<file path="src/pkg/prio_fields_pkg.sv">
package prio_fields_pkg;

   // ----------------------------------------------------------------
   // register map (index = priority register number, word addressed)
   // ----------------------------------------------------------------
   localparam int ADDR_W = 5;
   localparam int DATA_W = 16;
   localparam int PRIO_W = 3;
   localparam logic [ADDR_W-1:0] OFS_PRIO_CTRL_4 = 5'h04;
   localparam logic [ADDR_W-1:0] OFS_PRIO_CTRL_5 = 5'h05;
   localparam logic [ADDR_W-1:0] OFS_PRIO_CTRL_7 = 5'h07;
   localparam logic [ADDR_W-1:0] OFS_PRIO_CTRL_15 = 5'h0f;
   localparam logic [ADDR_W-1:0] OFS_PRIO_CTRL_16 = 5'h10;
   localparam logic [ADDR_W-1:0] OFS_PRIO_CTRL_18 = 5'h12;
   localparam logic [ADDR_W-1:0] OFS_PRIO_CTRL_19 = 5'h13;

   // ----------------------------------------------------------------
   // field positions (low bit of each 3-bit field)
   // ----------------------------------------------------------------
   localparam int POS_HI = 12;
   localparam int POS_MID = 8;
   localparam int POS_LO = 4;
   localparam int POS_BOT = 0;

   // ----------------------------------------------------------------
   // codes and reset value
   // ----------------------------------------------------------------
   localparam logic [PRIO_W-1:0] PRIO_RESET = 3'h4;
   localparam logic [PRIO_W-1:0] PRIO_OFF = 3'h0;
   localparam logic [PRIO_W-1:0] PRIO_TOP = 3'h7;

   typedef struct packed {
      logic [ADDR_W-1:0] addr;
      logic [DATA_W-1:0] wdata;
      logic wr;
      logic rd;
   } reg_req_t;

   typedef struct packed {
      logic [PRIO_W-1:0] pin_change_prio;
      logic [PRIO_W-1:0] comparator_prio;
      logic [PRIO_W-1:0] i2c_master_event_prio;
      logic [PRIO_W-1:0] i2c_slave_event_prio;
      logic [PRIO_W-1:0] ext_irq_one_prio;
      logic [PRIO_W-1:0] serial_b_tx_prio;
      logic [PRIO_W-1:0] serial_b_rx_prio;
      logic [PRIO_W-1:0] ext_irq_two_prio;
      logic [PRIO_W-1:0] calendar_prio;
      logic [PRIO_W-1:0] checksum_error_prio;
      logic [PRIO_W-1:0] serial_b_error_prio;
      logic [PRIO_W-1:0] serial_a_error_prio;
      logic [PRIO_W-1:0] voltage_detect_prio;
      logic [PRIO_W-1:0] charge_timer_prio;
   } prio_set_t;

   localparam int NUM_SRC = 14;

endpackage : prio_fields_pkg

</file>
<file path="src/hw/interrupt_priority_fields.sv">
// Contract
// - each source has a 3-bit priority, 1..7, all-ones highest
// - priority code zero disables the source; its request is never forwarded
// - bits holding no field ignore writes and read zero
// - every field is read/write and resets to binary 100
// - pin change priority at bits 14..12 of register 4
// - comparator priority at bits 10..8 of register 4
// - i2c master event priority at bits 6..4 of register 4
// - i2c slave event priority at bits 2..0 of register 4
// - external irq one priority at bits 2..0 of register 5, rest unused
// - serial b transmit priority at bits 14..12 of register 7
// - serial b receive priority at bits 10..8 of register 7
// - external irq two priority at bits 6..4 of register 7, 3..0 unused
// - calendar priority at bits 10..8 of register 15, rest read zero
// - checksum error priority at bits 14..12 of register 16
// - serial b error priority at bits 10..8 of register 16
// - serial a error priority at bits 6..4 of register 16, 3..0 unused
// - voltage detect priority at bits 2..0 of register 18, rest unused
// - charge timer priority at bits 6..4 of register 19, rest read zero
// - after reset every source sits at priority level 4
//
// Implementation choices: the strobed register port and the register offsets.
`timescale 1ns/1ns
module interrupt_priority_fields
(
   input wire logic clk,
   input wire logic srst,
   input wire prio_fields_pkg::reg_req_t req,
   output logic [prio_fields_pkg::DATA_W-1:0] rdata,
   input wire logic [prio_fields_pkg::NUM_SRC-1:0] src_req,
   output prio_fields_pkg::prio_set_t prio,
   output logic [prio_fields_pkg::NUM_SRC-1:0] src_fwd
);
   import prio_fields_pkg::*;

   // ----------------------------------------------------------------
   // field storage
   // ----------------------------------------------------------------
   // gathers the field flops below; it holds no state of its own
   prio_set_t prio_r;

   // register 4 fields
   logic [PRIO_W-1:0] pin_change_r;
   logic [PRIO_W-1:0] comparator_r;
   logic [PRIO_W-1:0] i2c_master_r;
   logic [PRIO_W-1:0] i2c_slave_r;

   // register 5 field
   logic [PRIO_W-1:0] ext_irq_one_r;

   // register 7 fields
   logic [PRIO_W-1:0] serial_b_tx_r;
   logic [PRIO_W-1:0] serial_b_rx_r;
   logic [PRIO_W-1:0] ext_irq_two_r;

   // register 15 field
   logic [PRIO_W-1:0] calendar_r;

   // register 16 fields
   logic [PRIO_W-1:0] checksum_error_r;
   logic [PRIO_W-1:0] serial_b_error_r;
   logic [PRIO_W-1:0] serial_a_error_r;

   // register 18 field
   logic [PRIO_W-1:0] voltage_detect_r;

   // register 19 field
   logic [PRIO_W-1:0] charge_timer_r;

   // ----------------------------------------------------------------
   // elaboration checks
   // ----------------------------------------------------------------
   // the layout is fixed at up to four 3-bit slots per 16-bit word
   if (PRIO_W != 3)
   begin : g_chk_prio_w
      $error("priority field width must be 3");
   end
   if (DATA_W != 16)
   begin : g_chk_data_w
      $error("register word width must be 16");
   end
   if (NUM_SRC * PRIO_W != $bits(prio_set_t))
   begin : g_chk_set
      $error("source count does not match the priority set");
   end
   if (POS_HI + PRIO_W > DATA_W)
   begin : g_chk_top
      $error("top field does not fit the register word");
   end
   if (POS_BOT + PRIO_W > POS_LO || POS_LO + PRIO_W > POS_MID || POS_MID + PRIO_W > POS_HI)
   begin : g_chk_overlap
      $error("field slots overlap");
   end
   if (PRIO_TOP != {PRIO_W{1'b1}})
   begin : g_chk_top_code
      $error("highest priority must be the all-ones code");
   end
   if (PRIO_RESET == PRIO_OFF)
   begin : g_chk_reset
      $error("reset priority must not disable the sources");
   end

   function automatic logic [PRIO_W-1:0] fld(input logic [DATA_W-1:0] d, input int pos);
      fld = d[pos +: PRIO_W];
   endfunction : fld

   function automatic logic [DATA_W-1:0] place(input logic [PRIO_W-1:0] v, input int pos);
      logic [DATA_W-1:0] w;
      w = '0;
      w[pos +: PRIO_W] = v;
      place = w;
   endfunction : place

   // ----------------------------------------------------------------
   // write side: one flop group per register
   // ----------------------------------------------------------------
   // writes to other indexes match no block and bits outside fields have no flops
   function automatic logic wr_hit(input reg_req_t r, input logic [ADDR_W-1:0] ofs);
      wr_hit = r.wr && (r.addr == ofs);
   endfunction : wr_hit

   // register 4
   always_ff @(posedge clk)
   begin
      if (srst)
      begin
         pin_change_r <= PRIO_RESET;
         comparator_r <= PRIO_RESET;
         i2c_master_r <= PRIO_RESET;
         i2c_slave_r <= PRIO_RESET;
      end
      else if (wr_hit(req, OFS_PRIO_CTRL_4))
      begin
         pin_change_r <= fld(req.wdata, POS_HI);
         comparator_r <= fld(req.wdata, POS_MID);
         i2c_master_r <= fld(req.wdata, POS_LO);
         i2c_slave_r <= fld(req.wdata, POS_BOT);
      end
   end

   // register 5
   always_ff @(posedge clk)
   begin
      if (srst)
      begin
         ext_irq_one_r <= PRIO_RESET;
      end
      else if (wr_hit(req, OFS_PRIO_CTRL_5))
      begin
         ext_irq_one_r <= fld(req.wdata, POS_BOT);
      end
   end

   // register 7
   always_ff @(posedge clk)
   begin
      if (srst)
      begin
         serial_b_tx_r <= PRIO_RESET;
         serial_b_rx_r <= PRIO_RESET;
         ext_irq_two_r <= PRIO_RESET;
      end
      else if (wr_hit(req, OFS_PRIO_CTRL_7))
      begin
         serial_b_tx_r <= fld(req.wdata, POS_HI);
         serial_b_rx_r <= fld(req.wdata, POS_MID);
         ext_irq_two_r <= fld(req.wdata, POS_LO);
      end
   end

   // register 15
   always_ff @(posedge clk)
   begin
      if (srst)
      begin
         calendar_r <= PRIO_RESET;
      end
      else if (wr_hit(req, OFS_PRIO_CTRL_15))
      begin
         calendar_r <= fld(req.wdata, POS_MID);
      end
   end

   // register 16
   always_ff @(posedge clk)
   begin
      if (srst)
      begin
         checksum_error_r <= PRIO_RESET;
         serial_b_error_r <= PRIO_RESET;
         serial_a_error_r <= PRIO_RESET;
      end
      else if (wr_hit(req, OFS_PRIO_CTRL_16))
      begin
         checksum_error_r <= fld(req.wdata, POS_HI);
         serial_b_error_r <= fld(req.wdata, POS_MID);
         serial_a_error_r <= fld(req.wdata, POS_LO);
      end
   end

   // register 18
   always_ff @(posedge clk)
   begin
      if (srst)
      begin
         voltage_detect_r <= PRIO_RESET;
      end
      else if (wr_hit(req, OFS_PRIO_CTRL_18))
      begin
         voltage_detect_r <= fld(req.wdata, POS_BOT);
      end
   end

   // register 19
   always_ff @(posedge clk)
   begin
      if (srst)
      begin
         charge_timer_r <= PRIO_RESET;
      end
      else if (wr_hit(req, OFS_PRIO_CTRL_19))
      begin
         charge_timer_r <= fld(req.wdata, POS_LO);
      end
   end

   // struct order follows the source numbering of the arbitration feed
   always_comb
   begin
      prio_r.pin_change_prio = pin_change_r;
      prio_r.comparator_prio = comparator_r;
      prio_r.i2c_master_event_prio = i2c_master_r;
      prio_r.i2c_slave_event_prio = i2c_slave_r;
      prio_r.ext_irq_one_prio = ext_irq_one_r;
      prio_r.serial_b_tx_prio = serial_b_tx_r;
      prio_r.serial_b_rx_prio = serial_b_rx_r;
      prio_r.ext_irq_two_prio = ext_irq_two_r;
      prio_r.calendar_prio = calendar_r;
      prio_r.checksum_error_prio = checksum_error_r;
      prio_r.serial_b_error_prio = serial_b_error_r;
      prio_r.serial_a_error_prio = serial_a_error_r;
      prio_r.voltage_detect_prio = voltage_detect_r;
      prio_r.charge_timer_prio = charge_timer_r;
   end

   // ----------------------------------------------------------------
   // read path: data stand one cycle after the read strobe
   // ----------------------------------------------------------------
   logic [DATA_W-1:0] rd_word;

   always_comb
   begin
      rd_word = '0;
      case (req.addr)
         OFS_PRIO_CTRL_4:
         begin
            rd_word = place(prio_r.pin_change_prio, POS_HI);
            rd_word = rd_word | place(prio_r.comparator_prio, POS_MID);
            rd_word = rd_word | place(prio_r.i2c_master_event_prio, POS_LO);
            rd_word = rd_word | place(prio_r.i2c_slave_event_prio, POS_BOT);
         end

         OFS_PRIO_CTRL_5:
         begin
            rd_word = place(prio_r.ext_irq_one_prio, POS_BOT);
         end

         OFS_PRIO_CTRL_7:
         begin
            rd_word = place(prio_r.serial_b_tx_prio, POS_HI) | place(prio_r.serial_b_rx_prio, POS_MID);
            rd_word = rd_word | place(prio_r.ext_irq_two_prio, POS_LO);
         end

         OFS_PRIO_CTRL_15:
         begin
            rd_word = place(prio_r.calendar_prio, POS_MID);
         end

         OFS_PRIO_CTRL_16:
         begin
            rd_word = place(prio_r.checksum_error_prio, POS_HI) | place(prio_r.serial_b_error_prio, POS_MID);
            rd_word = rd_word | place(prio_r.serial_a_error_prio, POS_LO);
         end

         OFS_PRIO_CTRL_18:
         begin
            rd_word = place(prio_r.voltage_detect_prio, POS_BOT);
         end

         OFS_PRIO_CTRL_19:
         begin
            rd_word = place(prio_r.charge_timer_prio, POS_LO);
         end

         default:
         begin
            rd_word = '0;
         end
      endcase
   end

   // rdata is held at zero outside the answer cycle so stale values never leak
   always_ff @(posedge clk)
   begin
      if (srst)
      begin
         rdata <= '0;
      end
      else if (req.rd)
      begin
         rdata <= rd_word;
      end
      else
      begin
         rdata <= '0;
      end
   end

   // ----------------------------------------------------------------
   // arbitration feed
   // ----------------------------------------------------------------
   logic [PRIO_W-1:0] prio_vec [NUM_SRC];

   // struct order is msb first, so source 0 is the pin change field
   always_comb
   begin
      for (int i = 0; i < NUM_SRC; i++)
      begin
         prio_vec[i] = prio_r[(NUM_SRC-1-i)*PRIO_W +: PRIO_W];
      end
   end

   assign prio = prio_r;

   always_comb
   begin
      for (int i = 0; i < NUM_SRC; i++)
      begin
         src_fwd[i] = src_req[i] && (prio_vec[i] != PRIO_OFF);
      end
   end

endmodule : interrupt_priority_fields

</file>
<file path="config.mk">
export PLATFORM = sky130hd
export DESIGN_NAME = interrupt_priority_fields
export DESIGN_NICKNAME = d
export VERILOG_FILES = /design/src/pkg/prio_fields_pkg.sv /design/src/hw/interrupt_priority_fields.sv
export SDC_FILE = /design/constraint.sdc
export NUM_CORES = 1
export LEC_CHECK = 0
export BUFFER_PORTS_ARGS = -buffer_cell sky130_fd_sc_hd__buf_2
export CORE_ASPECT_RATIO = 1.4
export CORE_MARGIN = 2
export CORE_UTILIZATION = 42
export DETAILED_ROUTE_END_ITERATION = 10
export MAX_ROUTING_LAYER = met4
export PLACE_DENSITY = 0.75
export SLEW_MARGIN = 20
export SYNTH_ARGS = -nofsm -noshare
export SYNTH_HDL_FRONTEND = slang
export SYNTH_SLANG_ARGS = --single-unit
</file>
<file path="constraint.sdc">
create_clock -name clk -period 1.53 [get_ports clk]
set_clock_uncertainty 0.15 [all_clocks]
set_input_delay 0.0765 -clock clk [delete_from_list [all_inputs] [get_ports clk]]
set_output_delay 0.0765 -clock clk [all_outputs]
set_load 0.005 [all_outputs]
</file>
=== Word-level counts from Yosys, hierarchy flattened ===
Index checks and enable logic that the tools add are counted.

* Word-level logic and storage cells: 67
* Bits in registers: 58
* Output and inout port bits: 72

* Bitwise logic cells: 8
* Reduce and logical (&&, ||, !) cells: 36
* Muxes and demuxes: 1
* Eq/ne operators: 7

{| class="wikitable"
|+ Operators by type and width
! operator !! count
|-
| $pmux W15 S7 || 1
|-
| $or A15 B11 Y15 || 3
|-
| $or A15 B7 Y15 || 3
|-
| $reduce_bool A3 Y1 || 14
|-
| $logic_and A1 B1 Y1 || 21
|-
| $eq A5 B3 Y1 const B || 3
|-
| $eq A5 B5 Y1 const B || 3
|-
| $or A15 B3 Y15 || 1
|-
| $eq A5 B4 Y1 const B || 1
|-
| $reduce_or A2 Y1 || 1
|-
| $not A1 Y1 || 1
|}

=== Logic depth before layout (Yosys ltp) ===
* Depth in word-level cells: 4
* Depth in mapped cells: 6
* Gate-level depth less buffers: 4

=== Least setup slack after synthesis ===
OpenSTA, ideal clock, no wires.

* Path type: input-to-reg
* Start: in req[20] (netlist bit)
* End: reg serial_b_tx_r[2]
* Path buffers: 2
* Stages: 6
* Data required time: 1,260 ps
* Setup time: 120 ps
* Slack: 73 ps
* Arrival time: 1,188 ps
* Path through: clkbuf_2 > and4b_2 > nor3b_2 > buf_6 > nor2b_1 > a211o_1

* Word-level cells in the longest chain between the ends: 2

{| class="wikitable"
|+ Ends and longest elaborated chain
! element !! line !! RTL
|-
| start, declared || interrupt_priority_fields.sv:28 || <nowiki>input wire prio_fields_pkg::reg_req_t req,</nowiki>
|-
| $eq A5 B3 Y1 || interrupt_priority_fields.sv:119 || <nowiki>wr_hit = r.wr && (r.addr == ofs);</nowiki>
|-
| $logic_and A1 B1 Y1 || interrupt_priority_fields.sv:119 ||
|-
| end signal, assigned || interrupt_priority_fields.sv:165 || <nowiki>serial_b_tx_r <= fld(req.wdata, POS_HI);</nowiki>
|-
| end, declared || interrupt_priority_fields.sv:52 || <nowiki>logic [PRIO_W-1:0] serial_b_tx_r;</nowiki>
|}

Every way passes these cells.
A chain may end at the register's enable or synchronous reset.

=== Worst setup path after layout ===
* Start: reg ext_irq_two_r[2]
* End: out src_fwd[7] (netlist bit)

* Word-level cells in the longest chain between the ends: 2

{| class="wikitable"
|+ Ends and longest elaborated chain
! element !! line !! RTL
|-
| start, declared || interrupt_priority_fields.sv:54 || <nowiki>logic [PRIO_W-1:0] ext_irq_two_r;</nowiki>
|-
| start signal, assigned || interrupt_priority_fields.sv:167 || <nowiki>ext_irq_two_r <= fld(req.wdata, POS_LO);</nowiki>
|-
| $reduce_bool A3 Y1 || interrupt_priority_fields.sv:339 || <nowiki>src_fwd[i] = src_req[i] && (prio_vec[i] != PRIO_OFF);</nowiki>
|-
| $logic_and A1 B1 Y1 || interrupt_priority_fields.sv:339 ||
|-
| end, declared || interrupt_priority_fields.sv:32 || <nowiki>output logic [prio_fields_pkg::NUM_SRC-1:0] src_fwd</nowiki>
|}

Every way passes these cells.

==> summary.md <==
| Metric | Value |
|---|---|
| Synth area leaders | dfxtp_1, mux2i_1, nor2_1, a211o_1, o31a_1 |
| CTS clk-pin slew, worst paths | 0.10 ns |
| Hold_buf cts | 12 |
| Min Hold Slack | -0.00146 ns |
| Max-slew violation count | 0 |
| CP required | 1.30 ns |
| H-Tree Depth | 2 |
| Layout cell share with drive strength beyond 1 | 37.0% |
| Starting Density | 43.0% |
| Multi-input combinational cell area | 1270 um2 |
| Number of global-route vias before repair | 2238 |
| M1 WL | 2730 um |
| Die area | 6560 um2 |
| Crit path DAT | 1.10 ns |
| Final Hold Viols | 1 |
| Placed inst area | 3120 um2 |
| I/O Buffers | 102 |
| Worst hold path class | in2reg |
| RSZ-0062 raised after global routing | false |
| Synth Area in Simple Gates | 20.5% |
| Placed wire-length estimate | 5090 um |
| Post-Route Setup TNS | 0 ns |
| Hold EP | rdata[10]$_SDFF_PP0_ |
| R2r setup slk | 0.42 ns |
| Delay of the slowest cell on the worst path | 0.36 ns |
| Worst path top cell family by delay | flip-flops |
| Synth unique cells | 37 |
| CTS tree | done |
| Post-synth EDFFs | 0 |
| Most frequent cells in the layout | buf_2, dfxtp_1, nor2_1 |
| Worst path bufs/invs | 1 |
| First-pass GRT wire length | 10700 um |
| Slowest-stage cell, CP | dfxtp_1 |
| Multiplexer share of the synthesized area | 7.25% |
| Synthesis-to-finish area growth | 34.7% |
| Final setup fails | 0 |
| Post-synthesis instance area | 2490 um2 |
| Share of the synthesized area in the top cell type | 43.5% |
| Die width | 69.0 um |
| Period utilisation layout | 86.8% |
| Hold path depth | 3 |
| Total power | 2.68 mW |
| Ys Warns | 0 |
| Power Density | 801 nW/um2 |
| DRT antenna net count | 0 |
| CTS root buf | clkbuf_8 |
| Rows | 33 |
| Hold path startpoint | req[0] |
| CTS resizes | 0 |
| Compound-cell area share of the yosys netlist | 22.6% |
| Max FO, Critical Path | 4 |
| Cell taking the most area after synthesis | dfxtp_1 |
| Setup Fix Bufs, Post-CTS | 0 |
| # diodes | 0 |
| Met2 WL | 3590 um |
| Adder-cell share of the synthesized area | 0% |
| Drt pass-1 iters | 4 |
| Syn Inst Count | 267 |
| Die height | 95.0 um |
| Final instance area | 3350 um2 |
| Outcome | finished, violations left |
| Post-synthesis async set-or-reset flop share | 0% |
| Ys flop type | dfxtp_1 |
| Core Region | 5780 um2 |
| Crit Reg-Reg Endpoint | rdata[9]$_SDFF_PP0_ |
| Register area | 1080 um2 |
| Reg-to-reg startpoint | serial_b_rx_r[1]$_SDFFE_PP0P_ |
| Final Net Count | 427 |
| Per-cell routed wire length | 14.8 um |
| Cell breakdown of the critical path | o31a_1, buf_2 |
| Fill cells | 541 |
| CP Capture Type | primary output |
| Max cap viols | 0 |
| Sink Count | 54 |
| Largest family of logic cells by synthesized area | compound AO/OA/AOI/OAI gates |
| Via count | 2424 |
| Critical Path Source Type | flop |
| Pin count of the biggest net entering global routing | 23 |
| Fin crit period | 1.33 ns |
| Clk_lat worst skew | 0.31 ns |
| Drt drc | 0 |
| Overall routing resource usage | 20.8% |
| Clock buffer depth | 2 |
| Xor and xnor area share after synthesis | 0% |
| Failing checks | negative hold slack |
| Fmax | 0.753 GHz |
| Sequential fraction of the synthesis area | 43.5% |
| R2R cell count | 3 |
| GP Congestion | 0.821 |
| Count of state elements after synthesis | 54 |
| VDD IR max | 0.477 mV |
| Iteration-0 DRC Markers | 69 |
| Leak | 1.49 nW |
| Top routing layer in use | met4 |
| Global route overflow | 0 |
| TritonCTS Buffers | 5 |
| Average cell area after synthesis | 9.31 um2 |
| Wire length on met3 | 299 um |
| Via-to-Cell Ratio | 5.28 |
| Ports | 111 |
| Setup CP Type | reg2out |
| Routed WL | 6780 um |
| Initial antenna violation count | 0 |
| Most common cell after layout, fill and taps aside | buf_2 |
[worst max path at each step]
stage | cells after the start | slack, ns | end | startpoint
2_1_floorplan | 6 | 0.07 | serial_b_tx_r[2]$_SDFFE_PP1P_ | req[20]
3_3_place_gp | 5 | 0.03 | rdata[14]$_SDFF_PP0_ | req[22]
3_5_place_dp | 5 | 0.01 | rdata[1]$_SDFF_PP0_ | req[22]
4_1_cts | 2 | 0.20 | src_fwd[7] | ext_irq_two_r[2]$_SDFFE_PP1P_
5_1_grt | 2 | 0.16 | src_fwd[7] | ext_irq_two_r[2]$_SDFFE_PP1P_
6_report | 2 | 0.20 | src_fwd[7] | ext_irq_two_r[2]$_SDFFE_PP1P_
[synth_stat cells (all sizes together), types with 2 or more instances]
library cell,instances
dfxtp,54
nor2,36
nand2,32
a21oi,19
mux2i,18
a211o,14
o31a,14
a22oi,12
buf,12
clkbuf,10
a22o,9
nor2b,8
inv,5
and3,3
nand3,3
nor3b,3
and2,2
nor3,2
[metal layers]
| layer | up-vias | GRT usage (%) |
|---|---|---|
| met4 | 0 | 7.35 |
| met5 | - | - |
| met2 | 86 | 38.4 |
| met1 | 1143 | 22.7 |
| met3 | 12 | 3.28 |
| li1 | 1183 | - |
[logic make-up (layout without fill, tap and decap cells)]
family                 count (synthesis)  in the layout
AND/OR/NAND/NOR                       98             98
other                                  1              4
multiplexers                          18             18
flip-flops                            54             54
buffers and inverters                 27            146
AO/OA/AOI/OAI                         69             69
[sequential cells by signal, indices dropped and copies added (netlist names)]
signal and flops:
comparator_r 3, serial_b_error_r 3, charge_timer_r 3, calendar_r 3, i2c_slave_r 3, voltage_detect_r 3
ext_irq_one_r 3, serial_b_rx_r 3, ext_irq_two_r 3, pin_change_r 3, serial_a_error_r 3, serial_b_tx_r 3
i2c_master_r 3, rdata 12, checksum_error_r 3
[cell type report]
| class | instances | area share [%] |
|---|---|---|
| Timing Repair Buffer | 133 | 23.5 |
| Multi-Input combinational cell | 189 | 37.8 |
| Sequential cell | 54 | 32.3 |
| Inverter | 5 | 0.560 |
| Tap cell | 70 | 2.61 |
| Clock inverter | 2 | 1.12 |
| Clock buffer | 6 | 2.17 |
[tightest hold or removal path, stage by stage]
cell and delay [ns]:
buf_2 0.11, nand3b_4 0.19, a21oi_2 0.04
[where the power goes]
group	total (mW)	switching, mW	internal (mW)
combinational	0.296	0.147	0.149
sequential	1.43	0.0117	1.42
clock	0.959	0.470	0.489
[per-stage QoR]
| stage | util (%) | worst slack (ns) | instances |
|---|---|---|---|
| after global routing | 57.9 | 0.159 | 459 |
| after global placement | 54.0 | 0.0345 | 439 |
| after floorplan | - | 0.0727 | 270 |
| after detailed placement | 54.0 | 0.0130 | 439 |
| after CTS | 57.9 | 0.199 | 459 |
| final | 57.9 | 0.202 | 459 |
Note: power is estimated with default switching activity, not from simulation.
